**config.mk**
```make
export PLATFORM = sky130hd
export DESIGN_NAME = clock_output_enable_and_los
export DESIGN_NICKNAME = d
export VERILOG_FILES = /design/src/verilog/clock_output_enable_and_los_pkg.sv /design/src/verilog/clock_gate_cell.sv /design/src/verilog/clock_output_enable_and_los.sv
export SDC_FILE = /design/constraint.sdc
export NUM_CORES = 1
export LEC_CHECK = 0
export ABC_CLOCK_PERIOD_IN_PS = 1900
export BUFFER_PORTS_ARGS = -buffer_cell sky130_fd_sc_hd__buf_2
export CAP_MARGIN = 10
export CORE_ASPECT_RATIO = 1.5
export CORE_MARGIN = 2
export CORE_UTILIZATION = 45
export CTS_BUF_LIST = sky130_fd_sc_hd__clkbuf_16
export DETAILED_ROUTE_END_ITERATION = 16
export GPL_TIMING_DRIVEN = 1
export PLACE_DENSITY = 0.71
export SLEW_MARGIN = 20
export SYNTH_ARGS = -nofsm -noshare
export SYNTH_HDL_FRONTEND = slang
export SYNTH_SLANG_ARGS = --single-unit
```
**constraint.sdc**
```tcl
create_clock -name mclk_i -period 1.9 [get_ports mclk_i]
set_input_delay 0.38 -clock mclk_i [delete_from_list [all_inputs] [get_ports mclk_i]]
set_output_delay 0.38 -clock mclk_i [all_outputs]
set_load 0.05 [all_outputs]
```
**src/verilog/clock_output_enable_and_los_pkg.sv**
```systemverilog
// shared constants and types of the clock output enable and loss monitor
// assumes a single 20 MHz system clock and a 32-bit AXI4-Lite register bus
package clock_output_enable_and_los_pkg;

   // system clock
   localparam int unsigned CLK_PERIOD_NS    = 50;

   // loss monitor timing
   localparam int unsigned LOS_TIMEOUT_NS   = 2000;
   localparam int unsigned LOS_TIMEOUT_CYC  = (LOS_TIMEOUT_NS + CLK_PERIOD_NS - 1) / CLK_PERIOD_NS;
   localparam int unsigned LOS_DETECT_EDGES = 4;

   // structure
   localparam int unsigned NUM_OUT          = 8;
   localparam int unsigned NUM_IN           = 2;
   localparam int unsigned ADDR_W           = 8;

   // register byte offsets
   localparam logic [7:0] REG_OUT_EN        = 8'h00;
   localparam logic [7:0] REG_IN_CFG        = 8'h04;
   localparam logic [7:0] REG_LOSS_EVT      = 8'h08;
   localparam logic [7:0] REG_STATUS        = 8'h0c;

   // field positions
   localparam int unsigned IN_CFG_TERM0_POS = 0;
   localparam int unsigned IN_CFG_AC0_POS   = 1;
   localparam int unsigned IN_CFG_TERM1_POS = 2;
   localparam int unsigned IN_CFG_AC1_POS   = 3;
   localparam int unsigned LOSS_EVT_POS     = 0;
   localparam int unsigned STAT_LOSS_POS    = 0;
   localparam int unsigned STAT_SEL_POS     = 1;
   localparam int unsigned STAT_RUN_POS     = 8;

   // reset values
   localparam logic [NUM_OUT-1:0] OUT_EN_RST = 8'hff;
   localparam logic [3:0]         IN_CFG_RST = 4'h0;

   // bus responses
   localparam logic [1:0] RESP_OKAY         = 2'b00;
   localparam logic [1:0] RESP_SLVERR       = 2'b10;

   // per-input receiver configuration, in register bit order
   typedef struct packed {
      logic ac1;
      logic term1;
      logic ac0;
      logic term0;
   } in_cfg_t;

   // pins that pass the input synchroniser together
   typedef struct packed {
      logic [NUM_OUT-1:0] enable_pin_n;
      logic               input_select;
      logic [NUM_IN-1:0]  ref_clock_in;
   } pin_bundle_t;

endpackage

```
**src/verilog/clock_gate_cell.sv**
```systemverilog
// one output gate: enable resync on the input clock and glitch-free gating
// assumes ref_level_i is the filtered, parked input clock level on mclk_i
`timescale 1ns/10ps
`default_nettype none

module clock_gate_cell
(
   input  wire logic mclk_i,
   input  wire logic nrst_i,
   input  wire logic ref_level_i,
   input  wire logic ref_rise_i,
   input  wire logic enable_i,
   output logic      active_o,
   output logic      clk_o
);

   logic sync1_r;
   logic sync1_nxt;
   logic sync2_r;
   logic sync2_nxt;
   logic active_r;
   logic active_nxt;
   logic out_r;
   logic out_nxt;

   // enable moves only on input clock edges, and gating only while low
   always_comb
   begin
      sync1_nxt  = sync1_r;
      sync2_nxt  = sync2_r;
      if (ref_rise_i)
      begin
         sync1_nxt = enable_i;
         sync2_nxt = sync1_r;
      end
      active_nxt = ref_level_i ? active_r : sync2_r;
      out_nxt    = ref_level_i & active_r;             // stopped means low
   end

   // state registers
   always_ff @(posedge mclk_i or negedge nrst_i)
   begin
      if (!nrst_i)
      begin
         sync1_r  <= 1'b0;
         sync2_r  <= 1'b0;
         active_r <= 1'b0;
         out_r    <= 1'b0;
      end
      else
      begin
         sync1_r  <= sync1_nxt;
         sync2_r  <= sync2_nxt;
         active_r <= active_nxt;
         out_r    <= out_nxt;
      end
   end

   assign active_o = active_r;
   assign clk_o    = out_r;

endmodule

`default_nettype wire

```
**src/verilog/clock_output_enable_and_los.sv**
```systemverilog
// output enable gating and loss monitor of a two-input reference clock mux
// assumes input clocks and pins are asynchronous and sampled on mclk_i;
// registers sit behind an AXI4-Lite slave
// Operation
// - watch the input clock continuously and flag loss when it is absent
// - on loss pull the open-drain loss pin low and set the event bit
// - loss pin is low from reset until a valid clock is detected
// - only the currently selected input clock is monitored
// - after loss the clock path is parked low
// - an output runs only while all three enable mechanisms say enabled
// - outputs start and stop synchronously with no short pulses
// - each output has a register enable bit that resets to one
// - writing zero stops the output low, writing one restarts it cleanly
// - enable changes are resynchronised by the input clock
// - enable pin low enables, high disables and stops outputs low
// - per-input bit switches on the ac-coupling self-bias network
// - per-input bit switches on the receiver pull-down termination
// - each of the two inputs has its own bias and termination bits
// - event bit stays set until software writes one to clear it
`timescale 1ns/10ps
`default_nettype none

module clock_output_enable_and_los
#(
   parameter int unsigned N_OUT = clock_output_enable_and_los_pkg::NUM_OUT
)
(
   input  wire logic                                           mclk_i,
   input  wire logic                                           nrst_i,
   // pins
   input  wire logic [clock_output_enable_and_los_pkg::NUM_IN-1:0] ref_clock_in_i,
   input  wire logic                                           input_select_i,
   input  wire logic [N_OUT-1:0]                               output_enable_pin_n_i,
   output logic [N_OUT-1:0]                                    clk_out_o,
   output logic                                                signal_loss_n_o,
   output logic                                                signal_loss_n_oe_o,
   output logic [clock_output_enable_and_los_pkg::NUM_IN-1:0]  ac_couple_bias_en_o,
   output logic [clock_output_enable_and_los_pkg::NUM_IN-1:0]  rx_term_en_o,
   // AXI4-Lite slave
   input  wire logic [clock_output_enable_and_los_pkg::ADDR_W-1:0] axi_awaddr_i,
   input  wire logic                                           axi_awvalid_i,
   output logic                                                axi_awready_o,
   input  wire logic [31:0]                                    axi_wdata_i,
   input  wire logic [3:0]                                     axi_wstrb_i,
   input  wire logic                                           axi_wvalid_i,
   output logic                                                axi_wready_o,
   output logic [1:0]                                          axi_bresp_o,
   output logic                                                axi_bvalid_o,
   input  wire logic                                           axi_bready_i,
   input  wire logic [clock_output_enable_and_los_pkg::ADDR_W-1:0] axi_araddr_i,
   input  wire logic                                           axi_arvalid_i,
   output logic                                                axi_arready_o,
   output logic [31:0]                                         axi_rdata_o,
   output logic [1:0]                                          axi_rresp_o,
   output logic                                                axi_rvalid_o,
   input  wire logic                                           axi_rready_i
);
   import clock_output_enable_and_los_pkg::*;

   localparam int unsigned PIN_W = $bits(pin_bundle_t);
   localparam int unsigned TMO_W = $clog2(LOS_TIMEOUT_CYC + 1);
   localparam int unsigned DET_W = $clog2(LOS_DETECT_EDGES + 1);
   localparam logic [TMO_W-1:0] TMO_MAX = TMO_W'(LOS_TIMEOUT_CYC);
   localparam logic [DET_W-1:0] DET_MAX = DET_W'(LOS_DETECT_EDGES);

   // the sideband shift interface is not part of this block: it always enables
   localparam logic [N_OUT-1:0] SIDEBAND_EN = {N_OUT{1'b1}};

   // ---------------- pin synchroniser ----------------
   pin_bundle_t pin_raw;
   logic [PIN_W-1:0] s1_r;
   logic [PIN_W-1:0] s2_r;
   logic [PIN_W-1:0] s3_r;
   logic [PIN_W-1:0] filt_r;
   logic [PIN_W-1:0] filt_nxt;
   pin_bundle_t pin_f;

   assign pin_raw.enable_pin_n = output_enable_pin_n_i;
   assign pin_raw.input_select = input_select_i;
   assign pin_raw.ref_clock_in = ref_clock_in_i;
   assign pin_f                = pin_bundle_t'(filt_r);

   // a pin change counts once the second and third stage agree
   always_comb
   begin
      for (int k = 0; k < PIN_W; k++)
      begin
         filt_nxt[k] = (s2_r[k] == s3_r[k]) ? s3_r[k] : filt_r[k];
      end
   end

   // synchroniser registers; first stage feeds only the second
   always_ff @(posedge mclk_i or negedge nrst_i)
   begin
      if (!nrst_i)
      begin
         s1_r   <= '0;
         s2_r   <= '0;
         s3_r   <= '0;
         filt_r <= '0;
      end
      else
      begin
         s1_r   <= pin_raw;
         s2_r   <= s1_r;
         s3_r   <= s2_r;
         filt_r <= filt_nxt;
      end
   end

   // ---------------- loss monitor ----------------
   logic             sel_level;
   logic             sel_prev_r;
   logic             sel_prev_nxt;
   logic             sel_rise;
   logic [TMO_W-1:0] tmo_r;
   logic [TMO_W-1:0] tmo_nxt;
   logic [DET_W-1:0] det_r;
   logic [DET_W-1:0] det_nxt;
   logic             loss_r;
   logic             loss_nxt;
   logic             loss_set;

   assign sel_level = pin_f.input_select ? pin_f.ref_clock_in[1]
                                         : pin_f.ref_clock_in[0];
   assign sel_rise  = sel_level & ~sel_prev_r;

   // edge watchdog: no rising edge for the timeout declares loss
   always_comb
   begin
      sel_prev_nxt = sel_level;
      tmo_nxt      = tmo_r;
      det_nxt      = det_r;
      loss_nxt     = loss_r;
      if (sel_rise)
      begin
         tmo_nxt = '0;
         if (loss_r)
         begin
            if (det_r == DET_MAX - 1'b1)
            begin
               det_nxt  = '0;
               loss_nxt = 1'b0;   // release only after a run of edges
            end
            else
            begin
               det_nxt = det_r + 1'b1;
            end
         end
      end
      else if (tmo_r == TMO_MAX - 1'b1)
      begin
         tmo_nxt  = '0;
         det_nxt  = '0;
         loss_nxt = 1'b1;
      end
      else
      begin
         tmo_nxt = tmo_r + 1'b1;
      end
   end

   assign loss_set = loss_nxt & ~loss_r;

   // monitor registers; loss is asserted from reset
   always_ff @(posedge mclk_i or negedge nrst_i)
   begin
      if (!nrst_i)
      begin
         sel_prev_r <= 1'b0;
         tmo_r      <= '0;
         det_r      <= '0;
         loss_r     <= 1'b1;
      end
      else
      begin
         sel_prev_r <= sel_prev_nxt;
         tmo_r      <= tmo_nxt;
         det_r      <= det_nxt;
         loss_r     <= loss_nxt;
      end
   end

   // ---------------- parked clock path and output gates ----------------
   logic             park_level;
   logic             park_prev_r;
   logic             park_rise;
   logic [N_OUT-1:0] run_en;
   logic [N_OUT-1:0] active;

   // parked on the declaring cycle, so a clock stuck high cannot leak one more cycle
   assign park_level = sel_level & ~loss_nxt;
   assign park_rise  = park_level & ~park_prev_r;

   // edge history of the parked clock
   always_ff @(posedge mclk_i or negedge nrst_i)
   begin
      if (!nrst_i)
      begin
         park_prev_r <= 1'b0;
      end
      else
      begin
         park_prev_r <= park_level;
      end
   end

   logic [N_OUT-1:0] out_en_r;
   logic [N_OUT-1:0] out_en_nxt;

   // one gate cell per output
   genvar gi;
   generate
      for (gi = 0; gi < N_OUT; gi++)
      begin : g_out
         assign run_en[gi] = out_en_r[gi] & ~pin_f.enable_pin_n[gi]
                           & SIDEBAND_EN[gi];
         clock_gate_cell u_gate
         (
            .mclk_i      (mclk_i),
            .nrst_i      (nrst_i),
            .ref_level_i (park_level),
            .ref_rise_i  (park_rise),
            .enable_i    (run_en[gi]),
            .active_o    (active[gi]),
            .clk_o       (clk_out_o[gi])
         );
      end
   endgenerate

   // ---------------- AXI4-Lite slave ----------------
   logic              aw_have_r, aw_have_nxt;
   logic [ADDR_W-1:0] awaddr_r, awaddr_nxt;
   logic              w_have_r, w_have_nxt;
   logic [31:0]       wdata_r, wdata_nxt;
   logic              wstrb0_r, wstrb0_nxt;
   logic              awready_r, awready_nxt;
   logic              wready_r, wready_nxt;
   logic              bvalid_r, bvalid_nxt;
   logic [1:0]        bresp_r, bresp_nxt;
   logic              arready_r, arready_nxt;
   logic              rvalid_r, rvalid_nxt;
   logic [1:0]        rresp_r, rresp_nxt;
   logic [31:0]       rdata_r, rdata_nxt;
   logic              wr_fire;
   logic [ADDR_W-1:0] wr_addr;
   logic [31:0]       wr_data;
   logic              wr_lane0;
   in_cfg_t           in_cfg_r, in_cfg_nxt;
   logic              evt_r, evt_nxt;

   // channel handshakes; address and data taken in either order
   always_comb
   begin
      aw_have_nxt = aw_have_r;
      awaddr_nxt  = awaddr_r;
      w_have_nxt  = w_have_r;
      wdata_nxt   = wdata_r;
      wstrb0_nxt  = wstrb0_r;
      bvalid_nxt  = bvalid_r;
      bresp_nxt   = bresp_r;
      rvalid_nxt  = rvalid_r;
      rresp_nxt   = rresp_r;
      rdata_nxt   = rdata_r;
      wr_fire     = 1'b0;
      if (axi_awvalid_i && awready_r)
      begin
         aw_have_nxt = 1'b1;
         awaddr_nxt  = axi_awaddr_i;
      end
      if (axi_wvalid_i && wready_r)
      begin
         w_have_nxt = 1'b1;
         wdata_nxt  = axi_wdata_i;
         wstrb0_nxt = axi_wstrb_i[0];
      end
      wr_addr  = awaddr_nxt;
      wr_data  = wdata_nxt;
      wr_lane0 = wstrb0_nxt;
      if (bvalid_r && axi_bready_i)
      begin
         bvalid_nxt = 1'b0;
      end
      if (!bvalid_r && aw_have_nxt && w_have_nxt)
      begin
         wr_fire     = 1'b1;
         aw_have_nxt = 1'b0;
         w_have_nxt  = 1'b0;
         bvalid_nxt  = 1'b1;
         bresp_nxt   = (wr_addr > REG_STATUS || wr_addr[1:0] != 2'b00) ? RESP_SLVERR
                                                                       : RESP_OKAY;
      end
      if (rvalid_r && axi_rready_i)
      begin
         rvalid_nxt = 1'b0;
      end
      if (axi_arvalid_i && arready_r)
      begin
         rvalid_nxt = 1'b1;
         rresp_nxt  = RESP_OKAY;
         rdata_nxt  = '0;
         case (axi_araddr_i)
            REG_OUT_EN:   rdata_nxt[N_OUT-1:0] = out_en_r;
            REG_IN_CFG:   rdata_nxt[3:0] = in_cfg_r;
            REG_LOSS_EVT: rdata_nxt[LOSS_EVT_POS] = evt_r;
            REG_STATUS:
            begin
               rdata_nxt[STAT_LOSS_POS]                    = loss_r;
               rdata_nxt[STAT_SEL_POS]                     = pin_f.input_select;
               rdata_nxt[STAT_RUN_POS +: N_OUT]            = active;
            end
            default:      rresp_nxt = RESP_SLVERR;
         endcase
      end
      awready_nxt = ~aw_have_nxt & ~bvalid_nxt;
      wready_nxt  = ~w_have_nxt & ~bvalid_nxt;
      arready_nxt = ~rvalid_nxt;
   end

   // bus registers
   always_ff @(posedge mclk_i or negedge nrst_i)
   begin
      if (!nrst_i)
      begin
         aw_have_r <= 1'b0;
         awaddr_r  <= '0;
         w_have_r  <= 1'b0;
         wdata_r   <= '0;
         wstrb0_r  <= 1'b0;
         awready_r <= 1'b0;
         wready_r  <= 1'b0;
         bvalid_r  <= 1'b0;
         bresp_r   <= RESP_OKAY;
         arready_r <= 1'b0;
         rvalid_r  <= 1'b0;
         rresp_r   <= RESP_OKAY;
         rdata_r   <= '0;
      end
      else
      begin
         aw_have_r <= aw_have_nxt;
         awaddr_r  <= awaddr_nxt;
         w_have_r  <= w_have_nxt;
         wdata_r   <= wdata_nxt;
         wstrb0_r  <= wstrb0_nxt;
         awready_r <= awready_nxt;
         wready_r  <= wready_nxt;
         bvalid_r  <= bvalid_nxt;
         bresp_r   <= bresp_nxt;
         arready_r <= arready_nxt;
         rvalid_r  <= rvalid_nxt;
         rresp_r   <= rresp_nxt;
         rdata_r   <= rdata_nxt;
      end
   end

   // ---------------- control registers ----------------
   // register writes; a new loss wins over a clearing write
   always_comb
   begin
      out_en_nxt = out_en_r;
      in_cfg_nxt = in_cfg_r;
      evt_nxt    = evt_r;
      if (wr_fire && wr_lane0)
      begin
         case (wr_addr)
            REG_OUT_EN:   out_en_nxt = wr_data[N_OUT-1:0];
            REG_IN_CFG:   in_cfg_nxt = in_cfg_t'(wr_data[3:0]);
            REG_LOSS_EVT:
            begin
               if (wr_data[LOSS_EVT_POS])
               begin
                  evt_nxt = 1'b0;   // writing zero leaves it
               end
            end
            default:      evt_nxt = evt_r;
         endcase
      end
      if (loss_set)
      begin
         evt_nxt = 1'b1;
      end
   end

   // control registers and the open-drain pin driver
   logic lo_r;
   logic loss_oe_r;
   logic [NUM_IN-1:0] ac_r;
   logic [NUM_IN-1:0] term_r;
   always_ff @(posedge mclk_i or negedge nrst_i)
   begin
      if (!nrst_i)
      begin
         out_en_r  <= OUT_EN_RST;
         in_cfg_r  <= IN_CFG_RST;
         evt_r     <= 1'b0;
         lo_r      <= 1'b0;
         loss_oe_r <= 1'b1;
         ac_r      <= '0;
         term_r    <= '0;
      end
      else
      begin
         out_en_r  <= out_en_nxt;
         in_cfg_r  <= in_cfg_nxt;
         evt_r     <= evt_nxt;
         lo_r      <= 1'b0;
         loss_oe_r <= loss_nxt;
         ac_r      <= {in_cfg_nxt.ac1, in_cfg_nxt.ac0};
         term_r    <= {in_cfg_nxt.term1, in_cfg_nxt.term0};
      end
   end

   assign signal_loss_n_o     = lo_r;
   assign signal_loss_n_oe_o  = loss_oe_r;
   assign ac_couple_bias_en_o = ac_r;
   assign rx_term_en_o        = term_r;
   assign axi_awready_o       = awready_r;
   assign axi_wready_o        = wready_r;
   assign axi_bvalid_o        = bvalid_r;
   assign axi_bresp_o         = bresp_r;
   assign axi_arready_o       = arready_r;
   assign axi_rvalid_o        = rvalid_r;
   assign axi_rresp_o         = rresp_r;
   assign axi_rdata_o         = rdata_r;

endmodule

`default_nettype wire

```
==> summary.md <==
| Metric | Value |
|---|---|
| Worst-margin pin slew | `0.600 ns` |
| Synth Cell Area | `5370 µm²` |
| Buffers on Ports | `78` |
| Fin cells | `654` |
| DR vias | `3082` |
| Worst setup margin | `-0.107 ns` |
| Synth Register Bits | `143` |
| H-tree depth | `4` |
| DR iter-0 viols | `120` |
| Mean post-synth cell area | `13.7 µm²` |
| Clk slew on worst S/H paths | `0.06 ns` |
| Slowest stage cell on the critical path | `dfrtp_1` |
| Vias in the first global route | `3219` |
| DIE HEIGHT | `138 µm` |
| Status | `complete, but fails checks` |
| Clock buffer count from CTS | `17` |
| Global-route usage over all layers | `15.7%` |
| Global-route wire length before repair | `15300 µm` |
| Synth cell types | `45` |
| Routability cong. | `0.744` |
| Final setup violation count | `12` |
| Critical path endpoint category | `flop` |
| Initial Util | `46.4%` |
| CTS root buf | `clkbuf_16` |
| HP Class | `primary input to flop` |
| Worst-path cell chain | `nor4_4 > nand3_2 > a2111oi_4 > a21boi_4 > mux2_4` |
| Die Area | `12800 µm²` |
| Arrival time at the worst endpoint | `2.29 ns` |
| Synth area leader | `dfrtp_1` |
| Period minus WS final | `2.01 ns` |
| Clock Path Buffers | `2` |
| CP max FO | `4` |
| Failing checks | `negative setup slack` |
| Fin. max-slew vios | `0` |
| Skew-Pair Late Insertion Delay | `0.41 ns` |
| Max_slew headroom | `59.8%` |
| Power, Total | `8.14 mW` |
| HPWL Detailed | `6700 µm` |
| Final nets | `563` |
| Core box area | `11600 µm²` |
| VDD IR-drop max | `699 µV` |
| Die width | `93.2 µm` |
| Remaining global-route overflow | `0` |
| Drc violations | `0` |
| Share of the clock period used by the worst path after layout | `106%` |
| Skew final | `0.00865 ns` |
| Synth top area share | `62.4%` |
| WL/cell | `14.1 µm` |
| Clock sinks | `143` |
| Initial DRT Pass Iterations | `4` |
| Via density | `4.71` |
| Final hold vios | `0` |
| Leakage power | `3.21 nW` |
| Pin count of the biggest net entering global routing | `43` |
| Max Freq | `498 MHz` |
| Final WL | `9230 µm` |
| Async SR Flop Fraction | `100%` |
| Startpoint Class | `flop` |
| RSZ-0062 raised after global routing | `true` |
| Antenna cell count | `0` |
| Critical path type | `flop to flop` |
| Worst hold slack | `0.0744 ns` |
| Rows | `48` |
| Layout cells sized above 1 | `36.7%` |
| Max-Cap Viols | `0` |
| Synth top area cells | `dfrtp_1 62%, mux2_2 5.0%, dfstp_2 4.4%` |
| Fillers | `987` |
| Sequential element share of the synthesized area | `66.8%` |
| Req. time, crit path | `2.19 ns` |
| Total power per unit cell area | `1230 nW/µm²` |
| IO Pins | `125` |
| Main flop type after synthesis | `dfrtp_1` |
| Ys Warns | `0` |
| Setup WS pre-CTS | `-0.351 ns` |
| Initial antenna violation count | `0` |
| CTS tree | `yes` |
| Largest stage delay, worst path | `0.41 ns` |
| Detail Route Antenna Nets | `0` |
| Dpl cells | `620` |
| Post-synth EDFFs | `0` |
| Synth-to-Final Area Change | `22.8%` |
| Post-Synthesis Cells | `391` |
## synth_stat cells, types with 3 or more instances
cell	n
a21o_1	9
clkbuf_1	5
buf_4	28
o21ai_0	14
nor3_1	6
nand2b_1	9
mux2_2	24
a31oi_1	3
nand2_1	20
inv_1	16
mux2i_1	4
dfstp_2	9
nand3b_1	3
dfrtp_1	134
a22o_1	13
mux2_1	8
mux2_4	4
maj3_1	11
nor2b_1	4
nand3_1	5
buf_2	3
nor2_1	28
## layer usage
layer	part of all wire (%)	track usage, %	vias up
met5	0	0	-
met4	1.9	7.76	0
met3	4.2	3.88	14
met2	53	26.9	74
met1	41	18.4	1505
li1	-	-	1489
## placed cells by master, fill, tap and decap left out, drive strengths merged, types with 11 or more instances in the layout
cell type / synthesis / routed
mux2: 36 / 36
nand2: 20 / 20
dfrtp: 134 / 134
o21ai: 17 / 17
nor2: 28 / 28
a22o: 13 / 13
buf: 31 / 98
inv: 16 / 18
clkbuf: 5 / 17
conb: 1 / 19
maj3: 11 / 11
## cell type report
class / instances / area, µm² / area share [%]
inverter: 16 / 60.1 / 0.910
clock inverter: 15 / 106 / 1.61
multi-input combinational: 214 / 1610 / 24.5
tap: 150 / 188 / 2.85
timing repair buffer: 99 / 607 / 9.20
sequential: 143 / 3600 / 54.5
clock buffer: 17 / 425 / 6.45
## per-stage QoR
step / area, µm² / setup TNS [ns] / utilization, %
3_5_place_dp: 6030 / -4.04 / 52.0
5_1_grt: 6600 / -2.45 / 56.9
4_1_cts: 6570 / -1.29 / 56.7
6_report: 6600 / -0.960 / 56.9
3_3_place_gp: 6030 / -3.27 / 52.0
2_1_floorplan: 5520 / -0.925 / -
## critical path, delay by kind of cell (launching register included)
family	cells	cell delay [ns]
mux	1	0.32
simple gates	2	0.45
flops	1	0.41
compound gates	2	0.71
## kinds of logic after synthesis
kind of cell | Yosys count | share of synthesized area (%)
other | 1 | 0.0698
xor gates and xnor gates | 4 | 0.652
AOI/OAI and AO/OA | 54 | 7.71
buffers and inverters | 52 | 5.66
DFF | 143 | 66.8
muxes | 41 | 8.99
and+or+nand+nor | 83 | 7.59
adders and majority gates | 13 | 2.52
## registers in the layout, indices dropped and copies added (netlist names), 2 cells and up
register,flops
wdata_r,8
tmo_r,6
s1_r,11
out_en_r,8
s2_r,11
axi_rdata_o,16
g_out.u_gate.sync1_r,8
g_out.u_gate.clk_o,8
awaddr_r,8
g_out.u_gate.sync2_r,8
g_out.u_gate.active_o,8
det_r,3
filt_r,11
s3_r,11
ac_couple_bias_en_o,2
## final timing paths
check / from / endpoint / slack, ns / cells after the start
setup reg to reg: awaddr_r[1]$_DFF_PN0_ / ac_couple_bias_en_o[1]$_DFFE_PN0P_ / -0.11 / 5
hold / removal: output_enable_pin_n_i[5] / s1_r[8]$_DFF_PN0_ / 0.07 / 1
min in group asynchronous: nrst_i / awaddr_r[0]$_DFF_PN0_ / 0.44 / 2
max in group asynchronous: nrst_i / out_en_r[2]$_DFFE_PN1P_ / 0.85 / 3
hold reg to reg: s1_r[4]$_DFF_PN0_ / s2_r[4]$_DFF_PN0_ / 0.35 / 0
setup / recovery: awaddr_r[1]$_DFF_PN0_ / ac_couple_bias_en_o[1]$_DFFE_PN0P_ / -0.11 / 5
## where the power goes
group	switching, mW	internal, mW
logic	0.853	0.586
clock network	1.17	1.76
registers	0.271	3.49
total	2.30	5.84
## repair_timing
action / 4_1_cts / 5_1_grt
endpoints found under the hold margin: 33 / 0
endpoints found under the setup margin: 14 / 27
resized for setup: 0 / 1
hold buffers: 1 / 0
pin swaps: 1 / 1
buffers inserted: 0 / 1
Power figures use the tool's default switching activity.
